==> config.mk <==
export PLATFORM = sky130hd
export DESIGN_NAME = fcs_flash_host
export DESIGN_NICKNAME = d
export VERILOG_FILES = /design/src/pkg/fcs_pkg.sv /design/src/pkg/fcs_cyc_if.sv /design/src/logic/fcs_bus_cycle.sv /design/src/logic/fcs_flash_host.sv
export SDC_FILE = /design/constraint.sdc
export NUM_CORES = 1
export LEC_CHECK = 0
export BUFFER_PORTS_ARGS = -buffer_cell sky130_fd_sc_hd__buf_2
export CORE_MARGIN = 2
export CORE_UTILIZATION = 45
export DETAILED_ROUTE_END_ITERATION = 12
export PLACE_DENSITY = 0.72
export SLEW_MARGIN = 5
export SYNTH_ARGS = -nofsm -noshare
export SYNTH_HDL_FRONTEND = slang
export SYNTH_SLANG_ARGS = --single-unit
==> constraint.sdc <==
create_clock -name i_clock -period 1.86 [get_ports i_clock]
set_clock_uncertainty 0.05 [all_clocks]
set_input_delay 0.558 -clock i_clock [delete_from_list [all_inputs] [get_ports i_clock]]
set_output_delay 0.558 -clock i_clock [all_outputs]
set_load 0.005 [all_outputs]
==> src/pkg/fcs_pkg.sv <==
// Constants, command codes and types of the flash command sequencer host.
// Assumes a single 20 MHz clock; all bus timing is counted in its cycles.
package fcs_pkg;

  // Clock rate and cycle rounding
  localparam int CLOCK_KHZ = 20000;

  // Least time in ns to whole cycles, never below one
  function automatic int cycles_min(input int ns);
    int c;
    c = (ns * CLOCK_KHZ + 999999) / 1000000;
    cycles_min = (c < 1) ? 1 : c;
  endfunction

  // Bus cycle timing, printed unit ns
  localparam int WE_PULSE_NS = 70;
  localparam int OE_ACCESS_NS = 150;
  localparam int RECOVERY_NS = 30;
  localparam logic [3:0] WE_PULSE_CYC = 4'(cycles_min(WE_PULSE_NS));
  localparam logic [3:0] OE_ACCESS_CYC = 4'(cycles_min(OE_ACCESS_NS));
  localparam logic [3:0] RECOVERY_CYC = 4'(cycles_min(RECOVERY_NS));
  localparam logic [3:0] SYNC_STAGES = 4'h3;

  // Command codes
  localparam logic [7:0] CMD_PROGRAM_SETUP = 8'h40;
  localparam logic [7:0] CMD_ERASE_SETUP = 8'h20;
  localparam logic [7:0] CMD_CONFIRM = 8'hD0;
  localparam logic [7:0] CMD_SUSPEND = 8'hB0;
  localparam logic [7:0] CMD_LOCK_SETUP = 8'h60;
  localparam logic [7:0] CMD_LOCK_SET_CONFIRM = 8'h01;
  localparam logic [7:0] CMD_PROT_SETUP = 8'hC0;
  localparam logic [7:0] CMD_READ_ARRAY = 8'hFF;

  // Operation status bit positions and values
  localparam int READY_BIT = 7;
  localparam int SUSPENDED_BIT = 6;
  localparam int ERASE_ERR_BIT = 5;
  localparam int PROG_ERR_BIT = 4;
  localparam int VOLT_ERR_BIT = 3;
  localparam int PROTECT_BIT = 1;
  localparam logic [7:0] STATUS_RESET = 8'h00;
  localparam logic [7:0] ERROR_MASK = 8'h3A;

  // User operations
  typedef enum logic [3:0] {
    OP_PROGRAM,
    OP_ERASE,
    OP_SUSPEND,
    OP_RESUME,
    OP_LOCK_SET,
    OP_LOCK_CLEAR,
    OP_PROT_PROGRAM,
    OP_CLEAR_STATUS,
    OP_READ_ARRAY
  } fcs_op_t;

endpackage

==> src/pkg/fcs_cyc_if.sv <==
// Request/answer bundle between the sequencer and the bus cycle engine.
// Assumes both ends share one clock; req and done are one-cycle pulses.
`timescale 1ns/10ps
`default_nettype none
interface fcs_cyc_if #(
  parameter int ADDR_W = 24,
  parameter int DATA_W = 16
) ();
  logic req;
  logic write;
  logic [ADDR_W-1:0] addr;
  logic [DATA_W-1:0] wdata;
  logic done;
  logic [DATA_W-1:0] rdata;

  modport master(output req, write, addr, wdata, input done, rdata);
  modport slave(input req, write, addr, wdata, output done, rdata);
endinterface
`default_nettype wire

==> src/logic/fcs_bus_cycle.sv <==
// Single asynchronous bus cycle engine: one write or read per request.
// Assumes the requester waits for done before the next request.
`timescale 1ns/10ps
`default_nettype none
module fcs_bus_cycle #(
  parameter int ADDR_W = 24,
  parameter int DATA_W = 16
) (
  // Clock and reset
  input wire logic i_clock,
  input wire logic i_rst_b,
  // Sequencer side
  fcs_cyc_if.slave cyc,
  // Flash pins
  output logic [ADDR_W-1:0] o_addr,
  output logic [DATA_W-1:0] o_dq,
  output logic o_dq_oe,
  input wire logic [DATA_W-1:0] i_dq,
  output logic o_ce_b,
  output logic o_oe_b,
  output logic o_we_b
);

  typedef enum {BC_IDLE, BC_SETUP, BC_STROBE, BC_SAMPLE, BC_RECOVER} fcs_bc_state_t;

  fcs_bc_state_t state;
  logic [3:0] count;
  logic is_write;
  logic [DATA_W-1:0] dq_s1;
  logic [DATA_W-1:0] dq_s2;
  logic [DATA_W-1:0] dq_s3;

  // Read data synchroniser; only stages two and three are compared
  always_ff @(posedge i_clock or negedge i_rst_b) begin
    if (!i_rst_b) begin
      dq_s1 <= '0;
      dq_s2 <= '0;
      dq_s3 <= '0;
    end else begin
      dq_s1 <= i_dq;
      dq_s2 <= dq_s1;
      dq_s3 <= dq_s2;
    end
  end

  // Cycle sequencing; OE rises after every read so each poll is a fresh toggle
  always_ff @(posedge i_clock or negedge i_rst_b) begin
    if (!i_rst_b) begin
      state <= BC_IDLE;
      count <= 4'h0;
      is_write <= 1'b0;
      o_addr <= '0;
      o_dq <= '0;
      o_dq_oe <= 1'b0;
      o_ce_b <= 1'b1;
      o_oe_b <= 1'b1;
      o_we_b <= 1'b1;
      cyc.done <= 1'b0;
      cyc.rdata <= '0;
    end else begin
      cyc.done <= 1'b0;
      case (state)
        BC_IDLE: begin
          if (cyc.req) begin
            o_addr <= cyc.addr;
            o_dq <= cyc.wdata;
            o_dq_oe <= cyc.write;
            is_write <= cyc.write;
            o_ce_b <= 1'b0;
            state <= BC_SETUP;
          end
        end
        BC_SETUP: begin
          if (is_write) begin
            o_we_b <= 1'b0;
            count <= fcs_pkg::WE_PULSE_CYC - 4'h1;
          end else begin
            o_oe_b <= 1'b0;
            // Pipeline lag of the synchroniser is added to the access time
            count <= fcs_pkg::OE_ACCESS_CYC + fcs_pkg::SYNC_STAGES - 4'h1;
          end
          state <= BC_STROBE;
        end
        BC_STROBE: begin
          if (count == 4'h0) begin
            if (is_write) begin
              o_we_b <= 1'b1;
              count <= fcs_pkg::RECOVERY_CYC - 4'h1;
              state <= BC_RECOVER;
            end else begin
              state <= BC_SAMPLE;
            end
          end else begin
            count <= count - 4'h1;
          end
        end
        BC_SAMPLE: begin
          if (dq_s2 == dq_s3) begin
            cyc.rdata <= dq_s3;
            o_oe_b <= 1'b1;
            count <= fcs_pkg::RECOVERY_CYC - 4'h1;
            state <= BC_RECOVER;
          end
        end
        BC_RECOVER: begin
          if (count == 4'h0) begin
            o_ce_b <= 1'b1;
            o_dq_oe <= 1'b0;
            cyc.done <= 1'b1;
            state <= BC_IDLE;
          end else begin
            count <= count - 4'h1;
          end
        end
        default: state <= BC_IDLE;
      endcase
    end
  end

  // Strobes never overlap
  property p_strobe_exclusive;
    @(posedge i_clock) disable iff (!i_rst_b) !(!o_we_b && !o_oe_b);
  endproperty
  a_strobe_exclusive: assert property (p_strobe_exclusive) else $error("WE and OE low together");

  // Write pulse lasts exactly the computed width
  property p_we_width;
    @(posedge i_clock) disable iff (!i_rst_b) $fell(o_we_b) |-> !o_we_b [*2] ##1 o_we_b;
  endproperty
  a_we_width: assert property (p_we_width) else $error("Write pulse width wrong");

  // Every cycle ends with strobes released, so the next read toggles OE
  property p_done_released;
    @(posedge i_clock) disable iff (!i_rst_b) cyc.done |-> o_oe_b && o_we_b && o_ce_b;
  endproperty
  a_done_released: assert property (p_done_released) else $error("Strobe held");

endmodule
`default_nettype wire

==> src/logic/fcs_flash_host.sv <==
// Host-side command sequencer driving a parallel flash through its pins.
// Assumes the user holds i_op_valid until taken; one flash, always enabled.
`timescale 1ns/10ps
`default_nettype none
module fcs_flash_host #(
  parameter int ADDR_W = 24,
  parameter int DATA_W = 16,
  parameter logic [7:0] CLEAR_STATUS_CODE = 8'h50
) (
  // Clock and reset
  input wire logic i_clock,
  input wire logic i_rst_b,
  // User orders
  input wire logic i_op_valid,
  input wire fcs_pkg::fcs_op_t i_op_code,
  input wire logic [ADDR_W-1:0] i_op_addr,
  input wire logic [DATA_W-1:0] i_op_data,
  input wire logic i_powerdown,
  output logic o_op_ready,
  output logic o_suspend_ready,
  output logic o_op_done,
  // Reported status
  output logic [7:0] o_status,
  output logic o_device_ready,
  output logic o_suspended,
  output logic o_voltage_error,
  output logic o_protect_error,
  output logic o_program_error,
  output logic o_erase_error,
  output logic o_sequence_error,
  output logic o_device_busy,
  // Flash pins
  output logic [ADDR_W-1:0] o_flash_addr,
  output logic [DATA_W-1:0] o_flash_dq,
  output logic o_flash_dq_oe,
  input wire logic [DATA_W-1:0] i_flash_dq,
  output logic o_flash_ce_b,
  output logic o_flash_oe_b,
  output logic o_flash_we_b,
  output logic o_flash_rp_b,
  input wire logic i_busy_indicator_pin
);

  typedef enum {ST_IDLE, ST_FIRST, ST_SECOND, ST_POLL, ST_RETURN} fcs_state_t;

  fcs_cyc_if #(.ADDR_W(ADDR_W), .DATA_W(DATA_W)) cyc ();

  fcs_state_t state;
  fcs_pkg::fcs_op_t cur_op;
  logic [DATA_W-1:0] cur_data;
  logic [7:0] next_status;
  logic poll_ok;
  logic clear_done;
  logic take_op;
  logic take_suspend;
  logic sts_s1;
  logic sts_s2;
  logic sts_s3;

  fcs_bus_cycle #(.ADDR_W(ADDR_W), .DATA_W(DATA_W)) u_bus (
    .i_clock(i_clock),
    .i_rst_b(i_rst_b),
    .cyc(cyc.slave),
    .o_addr(o_flash_addr),
    .o_dq(o_flash_dq),
    .o_dq_oe(o_flash_dq_oe),
    .i_dq(i_flash_dq),
    .o_ce_b(o_flash_ce_b),
    .o_oe_b(o_flash_oe_b),
    .o_we_b(o_flash_we_b)
  );

  // First write of each operation
  function automatic logic [DATA_W-1:0] first_word(input fcs_pkg::fcs_op_t op);
    case (op)
      fcs_pkg::OP_PROGRAM: first_word = DATA_W'(fcs_pkg::CMD_PROGRAM_SETUP);
      fcs_pkg::OP_ERASE: first_word = DATA_W'(fcs_pkg::CMD_ERASE_SETUP);
      fcs_pkg::OP_SUSPEND: first_word = DATA_W'(fcs_pkg::CMD_SUSPEND);
      fcs_pkg::OP_RESUME: first_word = DATA_W'(fcs_pkg::CMD_CONFIRM);
      fcs_pkg::OP_LOCK_SET: first_word = DATA_W'(fcs_pkg::CMD_LOCK_SETUP);
      fcs_pkg::OP_LOCK_CLEAR: first_word = DATA_W'(fcs_pkg::CMD_LOCK_SETUP);
      fcs_pkg::OP_PROT_PROGRAM: first_word = DATA_W'(fcs_pkg::CMD_PROT_SETUP);
      fcs_pkg::OP_CLEAR_STATUS: first_word = DATA_W'(CLEAR_STATUS_CODE);
      default: first_word = DATA_W'(fcs_pkg::CMD_READ_ARRAY);
    endcase
  endfunction

  // Second write of a two-cycle operation
  function automatic logic [DATA_W-1:0] second_word(input fcs_pkg::fcs_op_t op,
                                                    input logic [DATA_W-1:0] data);
    case (op)
      fcs_pkg::OP_ERASE: second_word = DATA_W'(fcs_pkg::CMD_CONFIRM);
      fcs_pkg::OP_LOCK_SET: second_word = DATA_W'(fcs_pkg::CMD_LOCK_SET_CONFIRM);
      fcs_pkg::OP_LOCK_CLEAR: second_word = DATA_W'(fcs_pkg::CMD_CONFIRM);
      default: second_word = data;
    endcase
  endfunction

  // Operations that take a second write
  function automatic logic two_cycle(input fcs_pkg::fcs_op_t op);
    case (op)
      fcs_pkg::OP_PROGRAM, fcs_pkg::OP_ERASE, fcs_pkg::OP_LOCK_SET,
      fcs_pkg::OP_LOCK_CLEAR, fcs_pkg::OP_PROT_PROGRAM: two_cycle = 1'b1;
      default: two_cycle = 1'b0;
    endcase
  endfunction

  // Order acceptance; only a suspend may cut into a running operation
  assign take_op = i_op_valid && o_op_ready && !i_powerdown;
  assign take_suspend = i_op_valid && o_suspend_ready && (i_op_code == fcs_pkg::OP_SUSPEND);
  assign poll_ok = (state == ST_POLL) && cyc.done && cyc.rdata[fcs_pkg::READY_BIT];
  assign clear_done = (state == ST_FIRST) && cyc.done && (cur_op == fcs_pkg::OP_CLEAR_STATUS);

  // Sequencer: command writes, status polling, return to array mode
  always_ff @(posedge i_clock or negedge i_rst_b) begin
    if (!i_rst_b) begin
      state <= ST_IDLE;
      cur_op <= fcs_pkg::OP_READ_ARRAY;
      cur_data <= '0;
      cyc.req <= 1'b0;
      cyc.write <= 1'b0;
      cyc.addr <= '0;
      cyc.wdata <= '0;
      o_op_ready <= 1'b1;
      o_suspend_ready <= 1'b0;
      o_op_done <= 1'b0;
    end else begin
      cyc.req <= 1'b0;
      o_op_done <= 1'b0;
      case (state)
        ST_IDLE: begin
          o_op_ready <= !i_powerdown;
          if (take_op) begin
            cur_op <= i_op_code;
            cur_data <= i_op_data;
            cyc.req <= 1'b1;
            cyc.write <= 1'b1;
            cyc.addr <= i_op_addr;
            cyc.wdata <= first_word(i_op_code);
            o_op_ready <= 1'b0;
            state <= ST_FIRST;
          end
        end
        ST_FIRST: begin
          if (cyc.done) begin
            cyc.req <= two_cycle(cur_op) || (cur_op == fcs_pkg::OP_SUSPEND) ||
                       (cur_op == fcs_pkg::OP_RESUME);
            if (two_cycle(cur_op)) begin
              // Same address for both writes of the pair
              cyc.wdata <= second_word(cur_op, cur_data);
              state <= ST_SECOND;
            end else if ((cur_op == fcs_pkg::OP_SUSPEND) ||
                         (cur_op == fcs_pkg::OP_RESUME)) begin
              cyc.write <= 1'b0;
              o_suspend_ready <= (cur_op == fcs_pkg::OP_RESUME);
              state <= ST_POLL;
            end else begin
              o_op_done <= 1'b1;
              o_op_ready <= !i_powerdown;
              state <= ST_IDLE;
            end
          end
        end
        ST_SECOND: begin
          if (cyc.done) begin
            cyc.req <= 1'b1;
            cyc.write <= 1'b0;
            o_suspend_ready <= (cur_op == fcs_pkg::OP_PROGRAM) ||
                               (cur_op == fcs_pkg::OP_ERASE);
            state <= ST_POLL;
          end
        end
        ST_POLL: begin
          if (poll_ok) begin
            cyc.req <= 1'b1;
            cyc.write <= 1'b1;
            cyc.wdata <= DATA_W'(fcs_pkg::CMD_READ_ARRAY);
            o_suspend_ready <= 1'b0;
            state <= ST_RETURN;
          end else if (cyc.done && take_suspend) begin
            cur_op <= fcs_pkg::OP_SUSPEND;
            cyc.req <= 1'b1;
            cyc.write <= 1'b1;
            cyc.wdata <= DATA_W'(fcs_pkg::CMD_SUSPEND);
            o_suspend_ready <= 1'b0;
            state <= ST_FIRST;
          end else if (cyc.done) begin
            cyc.req <= 1'b1;
          end
        end
        ST_RETURN: begin
          if (cyc.done) begin
            o_op_done <= 1'b1;
            o_op_ready <= !i_powerdown;
            state <= ST_IDLE;
          end
        end
        default: state <= ST_IDLE;
      endcase
    end
  end

  // Status shadow: errors stay until the next ready poll reloads it, a clear-status order or power-down
  always_comb begin
    next_status = o_status;
    if (i_powerdown) begin
      next_status = fcs_pkg::STATUS_RESET;
    end else if (poll_ok) begin
      next_status = cyc.rdata[7:0];
    end else if (clear_done) begin
      next_status = o_status & ~fcs_pkg::ERROR_MASK;
    end
  end

  // Registered status and decoded flags
  always_ff @(posedge i_clock or negedge i_rst_b) begin
    if (!i_rst_b) begin
      o_status <= fcs_pkg::STATUS_RESET;
      o_device_ready <= 1'b0;
      o_suspended <= 1'b0;
      o_voltage_error <= 1'b0;
      o_protect_error <= 1'b0;
      o_program_error <= 1'b0;
      o_erase_error <= 1'b0;
      o_sequence_error <= 1'b0;
    end else begin
      o_status <= next_status;
      o_device_ready <= next_status[fcs_pkg::READY_BIT];
      o_suspended <= next_status[fcs_pkg::SUSPENDED_BIT];
      o_voltage_error <= next_status[fcs_pkg::VOLT_ERR_BIT];
      o_protect_error <= next_status[fcs_pkg::PROTECT_BIT];
      o_program_error <= next_status[fcs_pkg::PROG_ERR_BIT];
      o_erase_error <= next_status[fcs_pkg::ERASE_ERR_BIT];
      // Both errors together mean a bad command sequence
      o_sequence_error <= next_status[fcs_pkg::PROG_ERR_BIT] &&
                          next_status[fcs_pkg::ERASE_ERR_BIT];
    end
  end

  // Power-down pin follows the user request
  always_ff @(posedge i_clock or negedge i_rst_b) begin
    if (!i_rst_b) begin
      o_flash_rp_b <= 1'b0;
    end else begin
      o_flash_rp_b <= !i_powerdown;
    end
  end

  // Busy pin synchroniser; a change counts once stages two and three agree
  always_ff @(posedge i_clock or negedge i_rst_b) begin
    if (!i_rst_b) begin
      sts_s1 <= 1'b1;
      sts_s2 <= 1'b1;
      sts_s3 <= 1'b1;
      o_device_busy <= 1'b0;
    end else begin
      sts_s1 <= i_busy_indicator_pin;
      sts_s2 <= sts_s1;
      sts_s3 <= sts_s2;
      if (sts_s2 == sts_s3) begin
        o_device_busy <= !sts_s3;
      end
    end
  end

  property p_prog_pair;
    @(posedge i_clock) disable iff (!i_rst_b)
      (state == ST_SECOND) && ($past(state) == ST_FIRST) && (cur_op == fcs_pkg::OP_PROGRAM)
      |-> ($past(cyc.wdata) == DATA_W'(fcs_pkg::CMD_PROGRAM_SETUP)) &&
          (cyc.wdata == cur_data) && (cyc.addr == $past(cyc.addr));
  endproperty
  a_prog_pair: assert property (p_prog_pair) else $error("Program pair malformed");

  property p_poll_busy;
    @(posedge i_clock) disable iff (!i_rst_b)
      (state == ST_POLL) && cyc.done && !cyc.rdata[fcs_pkg::READY_BIT]
      |=> cyc.req && !o_op_done && (state == ST_POLL || state == ST_FIRST);
  endproperty
  a_poll_busy: assert property (p_poll_busy) else $error("Busy status not re-polled");

  property p_return_array;
    @(posedge i_clock) disable iff (!i_rst_b)
      poll_ok |=> cyc.req && cyc.write && (cyc.wdata == DATA_W'(fcs_pkg::CMD_READ_ARRAY));
  endproperty
  a_return_array: assert property (p_return_array) else $error("No read-array write");

  property p_no_queue;
    @(posedge i_clock) disable iff (!i_rst_b) (state != ST_IDLE) |-> !o_op_ready;
  endproperty
  a_no_queue: assert property (p_no_queue) else $error("Order taken while busy");

  property p_suspend_flag;
    @(posedge i_clock) disable iff (!i_rst_b)
      poll_ok && !i_powerdown
      |=> (o_suspended == $past(cyc.rdata[fcs_pkg::SUSPENDED_BIT])) && o_device_ready;
  endproperty
  a_suspend_flag: assert property (p_suspend_flag) else $error("Suspend flag wrong");

  property p_sequence_error;
    @(posedge i_clock) disable iff (!i_rst_b)
      o_sequence_error |-> o_program_error && o_erase_error;
  endproperty
  a_sequence_error: assert property (p_sequence_error) else $error("Sequence flag");

  property p_powerdown;
    @(posedge i_clock) disable iff (!i_rst_b)
      i_powerdown |=> !o_flash_rp_b && (o_status == fcs_pkg::STATUS_RESET);
  endproperty
  a_powerdown: assert property (p_powerdown) else $error("Power-down not applied");

  property p_sticky;
    @(posedge i_clock) disable iff (!i_rst_b)
      !poll_ok && !clear_done && !i_powerdown
      |=> $stable(o_program_error) && $stable(o_voltage_error) && $stable(o_protect_error) &&
          $stable(o_erase_error);
  endproperty
  a_sticky: assert property (p_sticky) else $error("Error flag changed unprompted");

endmodule
`default_nettype wire

==> impl_metrics.env <==
export IMPL_fp_dieArea_um2=17900
export IMPL_drive_gt1_share_pct=31.0
export IMPL_ios=129
export IMPL_vdd_drop_max_uv=766
export IMPL_run_status="complete, but fails checks"
export IMPL_rows=47
export IMPL_start_util_pct=45.8
export IMPL_synth_nets=800
export IMPL_ys_ff_latch=191
export IMPL_cts_tree="yes"
export IMPL_htree_levels=4
export IMPL_period_minus_slack_ps=1940
export IMPL_yosys_most_used_dff="dfrtp_1"
export IMPL_tightest_slew_ps=401
export IMPL_failed_checks="negative setup slack"
export IMPL_critPathLaunchType="register"
export IMPL_port_buffers=128
export IMPL_stdcell_count=1145
export IMPL_drcViolationCount=0
export IMPL_track_usage_pct=19.5
export IMPL_grt_first_pass_wirelength_um=27600
export IMPL_grt_overflow_total=0
export IMPL_leakage_uw=0.00508
export IMPL_clockBufferDepth=2
export IMPL_diodes=0
export IMPL_crit_arrival_ps=2200
export IMPL_synth_seq_area_share_pct=63.3
export IMPL_max_cap_violations=0
export IMPL_die_w_um=134
export IMPL_worstHoldPathType="primary input to register"
export IMPL_numCtsBuffers=17
export IMPL_dp_hpwl_um=11200
export IMPL_hold_viol=0
export IMPL_ys_types=55
export IMPL_fillers=1340
export IMPL_nNetsFinal=981
export IMPL_area_growth_pct=30.1
export IMPL_clock_sinks=191
export IMPL_clk_pin_slew_ps=80
export IMPL_post_place_ws_ps=-536
export IMPL_rsz0062_at_grt="yes"
export IMPL_antenna_found_initial=1
export IMPL_max_freq_mhz=516
export IMPL_final_common_cell="nand2_1"
export IMPL_yosysWarningCount=0
export IMPL_fin_crit_sh_pct=104
export IMPL_end_kind="register"
export IMPL_drtPass1Iterations=5
export IMPL_via_per_inst=4.91
export IMPL_die_h_um=134
export IMPL_fin_hold_ws_ps=175
export IMPL_power_density_nw_per_um2=1370
export IMPL_crit_path_max_fanout=5
export IMPL_ant_nets=0
export IMPL_setup_viol=8
export IMPL_wl_per_cell_um=14.7
export IMPL_avgSynthCellArea_um2=10.3
export IMPL_grt_pass1_vias=5567
export IMPL_path_class="register to register"
export IMPL_setup_slack_ps=-77.6
export IMPL_drt_iter0_markers=326
export IMPL_core_area_um2=16500
export IMPL_cp_required_ps=2120
export IMPL_grt_max_degree=60
export IMPL_synth_edf_count=0
export IMPL_async_flop_share_pct=100
export IMPL_slew_headroom_pct=73.2
export IMPL_root_buffer="clkbuf_16"
export IMPL_gp_congestion=0.907
export IMPL_final_cell_mix="nand2_1, dfrtp_1, buf_2, buf_4, o21ai_0"
export IMPL_dp_cells=1098
export IMPL_synth_area_um2=7560
export IMPL_clkLatencyLatePin_ps=430
export IMPL_wl_um=16800
export IMPL_num_vias=5622
export IMPL_drv_slew=0
export IMPL_synthesis_instances=731
==> through the flow <==
stage          setup TNS, ps  area [um2]  util [%]  power, uW
3_3_place_gp          -10340        8920      54.0       9330
6_report                -453        9840      59.6      13500
3_5_place_dp          -11350        8920      54.0       9460
4_1_cts                 -295        9680      58.6      13300
2_1_floorplan          -4870        7620         -       7890
5_1_grt                -1740        9840      59.6      14400
==> metal layers <==
metal  vias up  part of all wire (%)  global-route usage (%)
li1       2736                     -                       -
met1      2696                    43                    25.4
met2       159                    50                    32.2
met3        29                   4.7                    4.76
met4         2                   1.9                    6.44
met5         -                 0.077                       0
==> area by class of cell <==
cell class,count,area [um2],share of cell area (%)
clock inverter,15,163,1.65
tap,220,275,2.80
inverter,21,91.3,0.928
sequential,191,4790,48.7
timing repair buffer,198,1360,13.8
multi-input combinational,483,2740,27.8
clock buffer,17,425,4.32
==> worst paths after layout <==
| kind | start | endpoint | slack [ps] | cells past startpoint |
|---|---|---|---|---|
| worst min register to register | u_bus.dq_s1[5]$_DFF_PN0_ | u_bus.dq_s2[5]$_DFF_PN0_ | 300 | 0 |
| worst min-delay path | i_flash_dq[4] | u_bus.dq_s1[4]$_DFF_PN0_ | 180 | 1 |
| worst max register to register | u_bus.dq_s2[2]$_DFF_PN0_ | u_bus.cyc.rdata[1]$_DFFE_PN0P_ | -80 | 6 |
| max in group asynchronous | i_rst_b | sts_s1$_DFF_PN1_ | 580 | 3 |
| worst max-delay path | u_bus.dq_s2[2]$_DFF_PN0_ | u_bus.cyc.rdata[1]$_DFFE_PN0P_ | -80 | 6 |
| min in group asynchronous | i_rst_b | u_bus.dq_s3[12]$_DFF_PN0_ | 560 | 2 |
==> critical path, stage by stage, from the launching register on <==
cell and delay, ps:
dfrtp_1 390, xnor2_1 180, nand4_1 170, nor4_4 350, nor2b_4 220, buf_6 150
mux2_4 310
==> sequential cells by signal (all words and copies together) (netlist names), 8 cells and up <==
name	count
cyc.addr	24
u_bus.dq_s2	16
u_bus.cyc.rdata	8
u_bus.o_dq	16
u_bus.dq_s3	16
cyc.wdata	16
u_bus.o_addr	24
u_bus.dq_s1	16
cur_data	16
==> cells by family after synthesis <==
logic type	share of synthesized area, %
muxes	4.07
xor gates and xnor gates	2.20
and+or+nand+nor	19.6
buffers and inverters	3.34
DFF	63.3
AOI/OAI and AO/OA	6.85
adders and majority gates	0.662
==> cell usage after synthesis (4+ instances only) <==
cell type / count / area (um2)
mux2i_1: 15 / 150
nand3_1: 6 / 30.0
nor2b_1: 4 / 25.0
ha_1: 4 / 50.1
a21oi_1: 19 / 95.1
clkbuf_1: 25 / 93.8
o21ai_0: 29 / 145
dfrtp_1: 183 / 4580
dfstp_2: 8 / 210
nand3b_1: 4 / 30.0
xnor2_1: 18 / 158
a31oi_1: 4 / 25.0
nand2b_1: 11 / 68.8
buf_4: 8 / 60.1
a21o_1: 5 / 37.5
mux2_2: 14 / 158
nor3_1: 12 / 60.1
inv_1: 21 / 78.8
nand4_1: 5 / 31.3
nand2_1: 268 / 1010
nor2_1: 24 / 90.1
==> report_power, final <==
group	switching (uW)	leakage, uW	internal [uW]	total [uW]
sequential	549	0.00247	4970	5520
clock	1760	0.000287	1810	3570
combinational	2200	0.00232	2220	4430
==> what timing repair did <==
item	4_1_cts	5_1_grt
endpoints found under the hold margin	31	0
setup endpoints to repair	31	39
buffers inserted	8	7
pin swaps	13	17
gates resized for setup	34	29
hold buffers	1	0
cloned	1	0
Power figures use the tool's default switching activity.
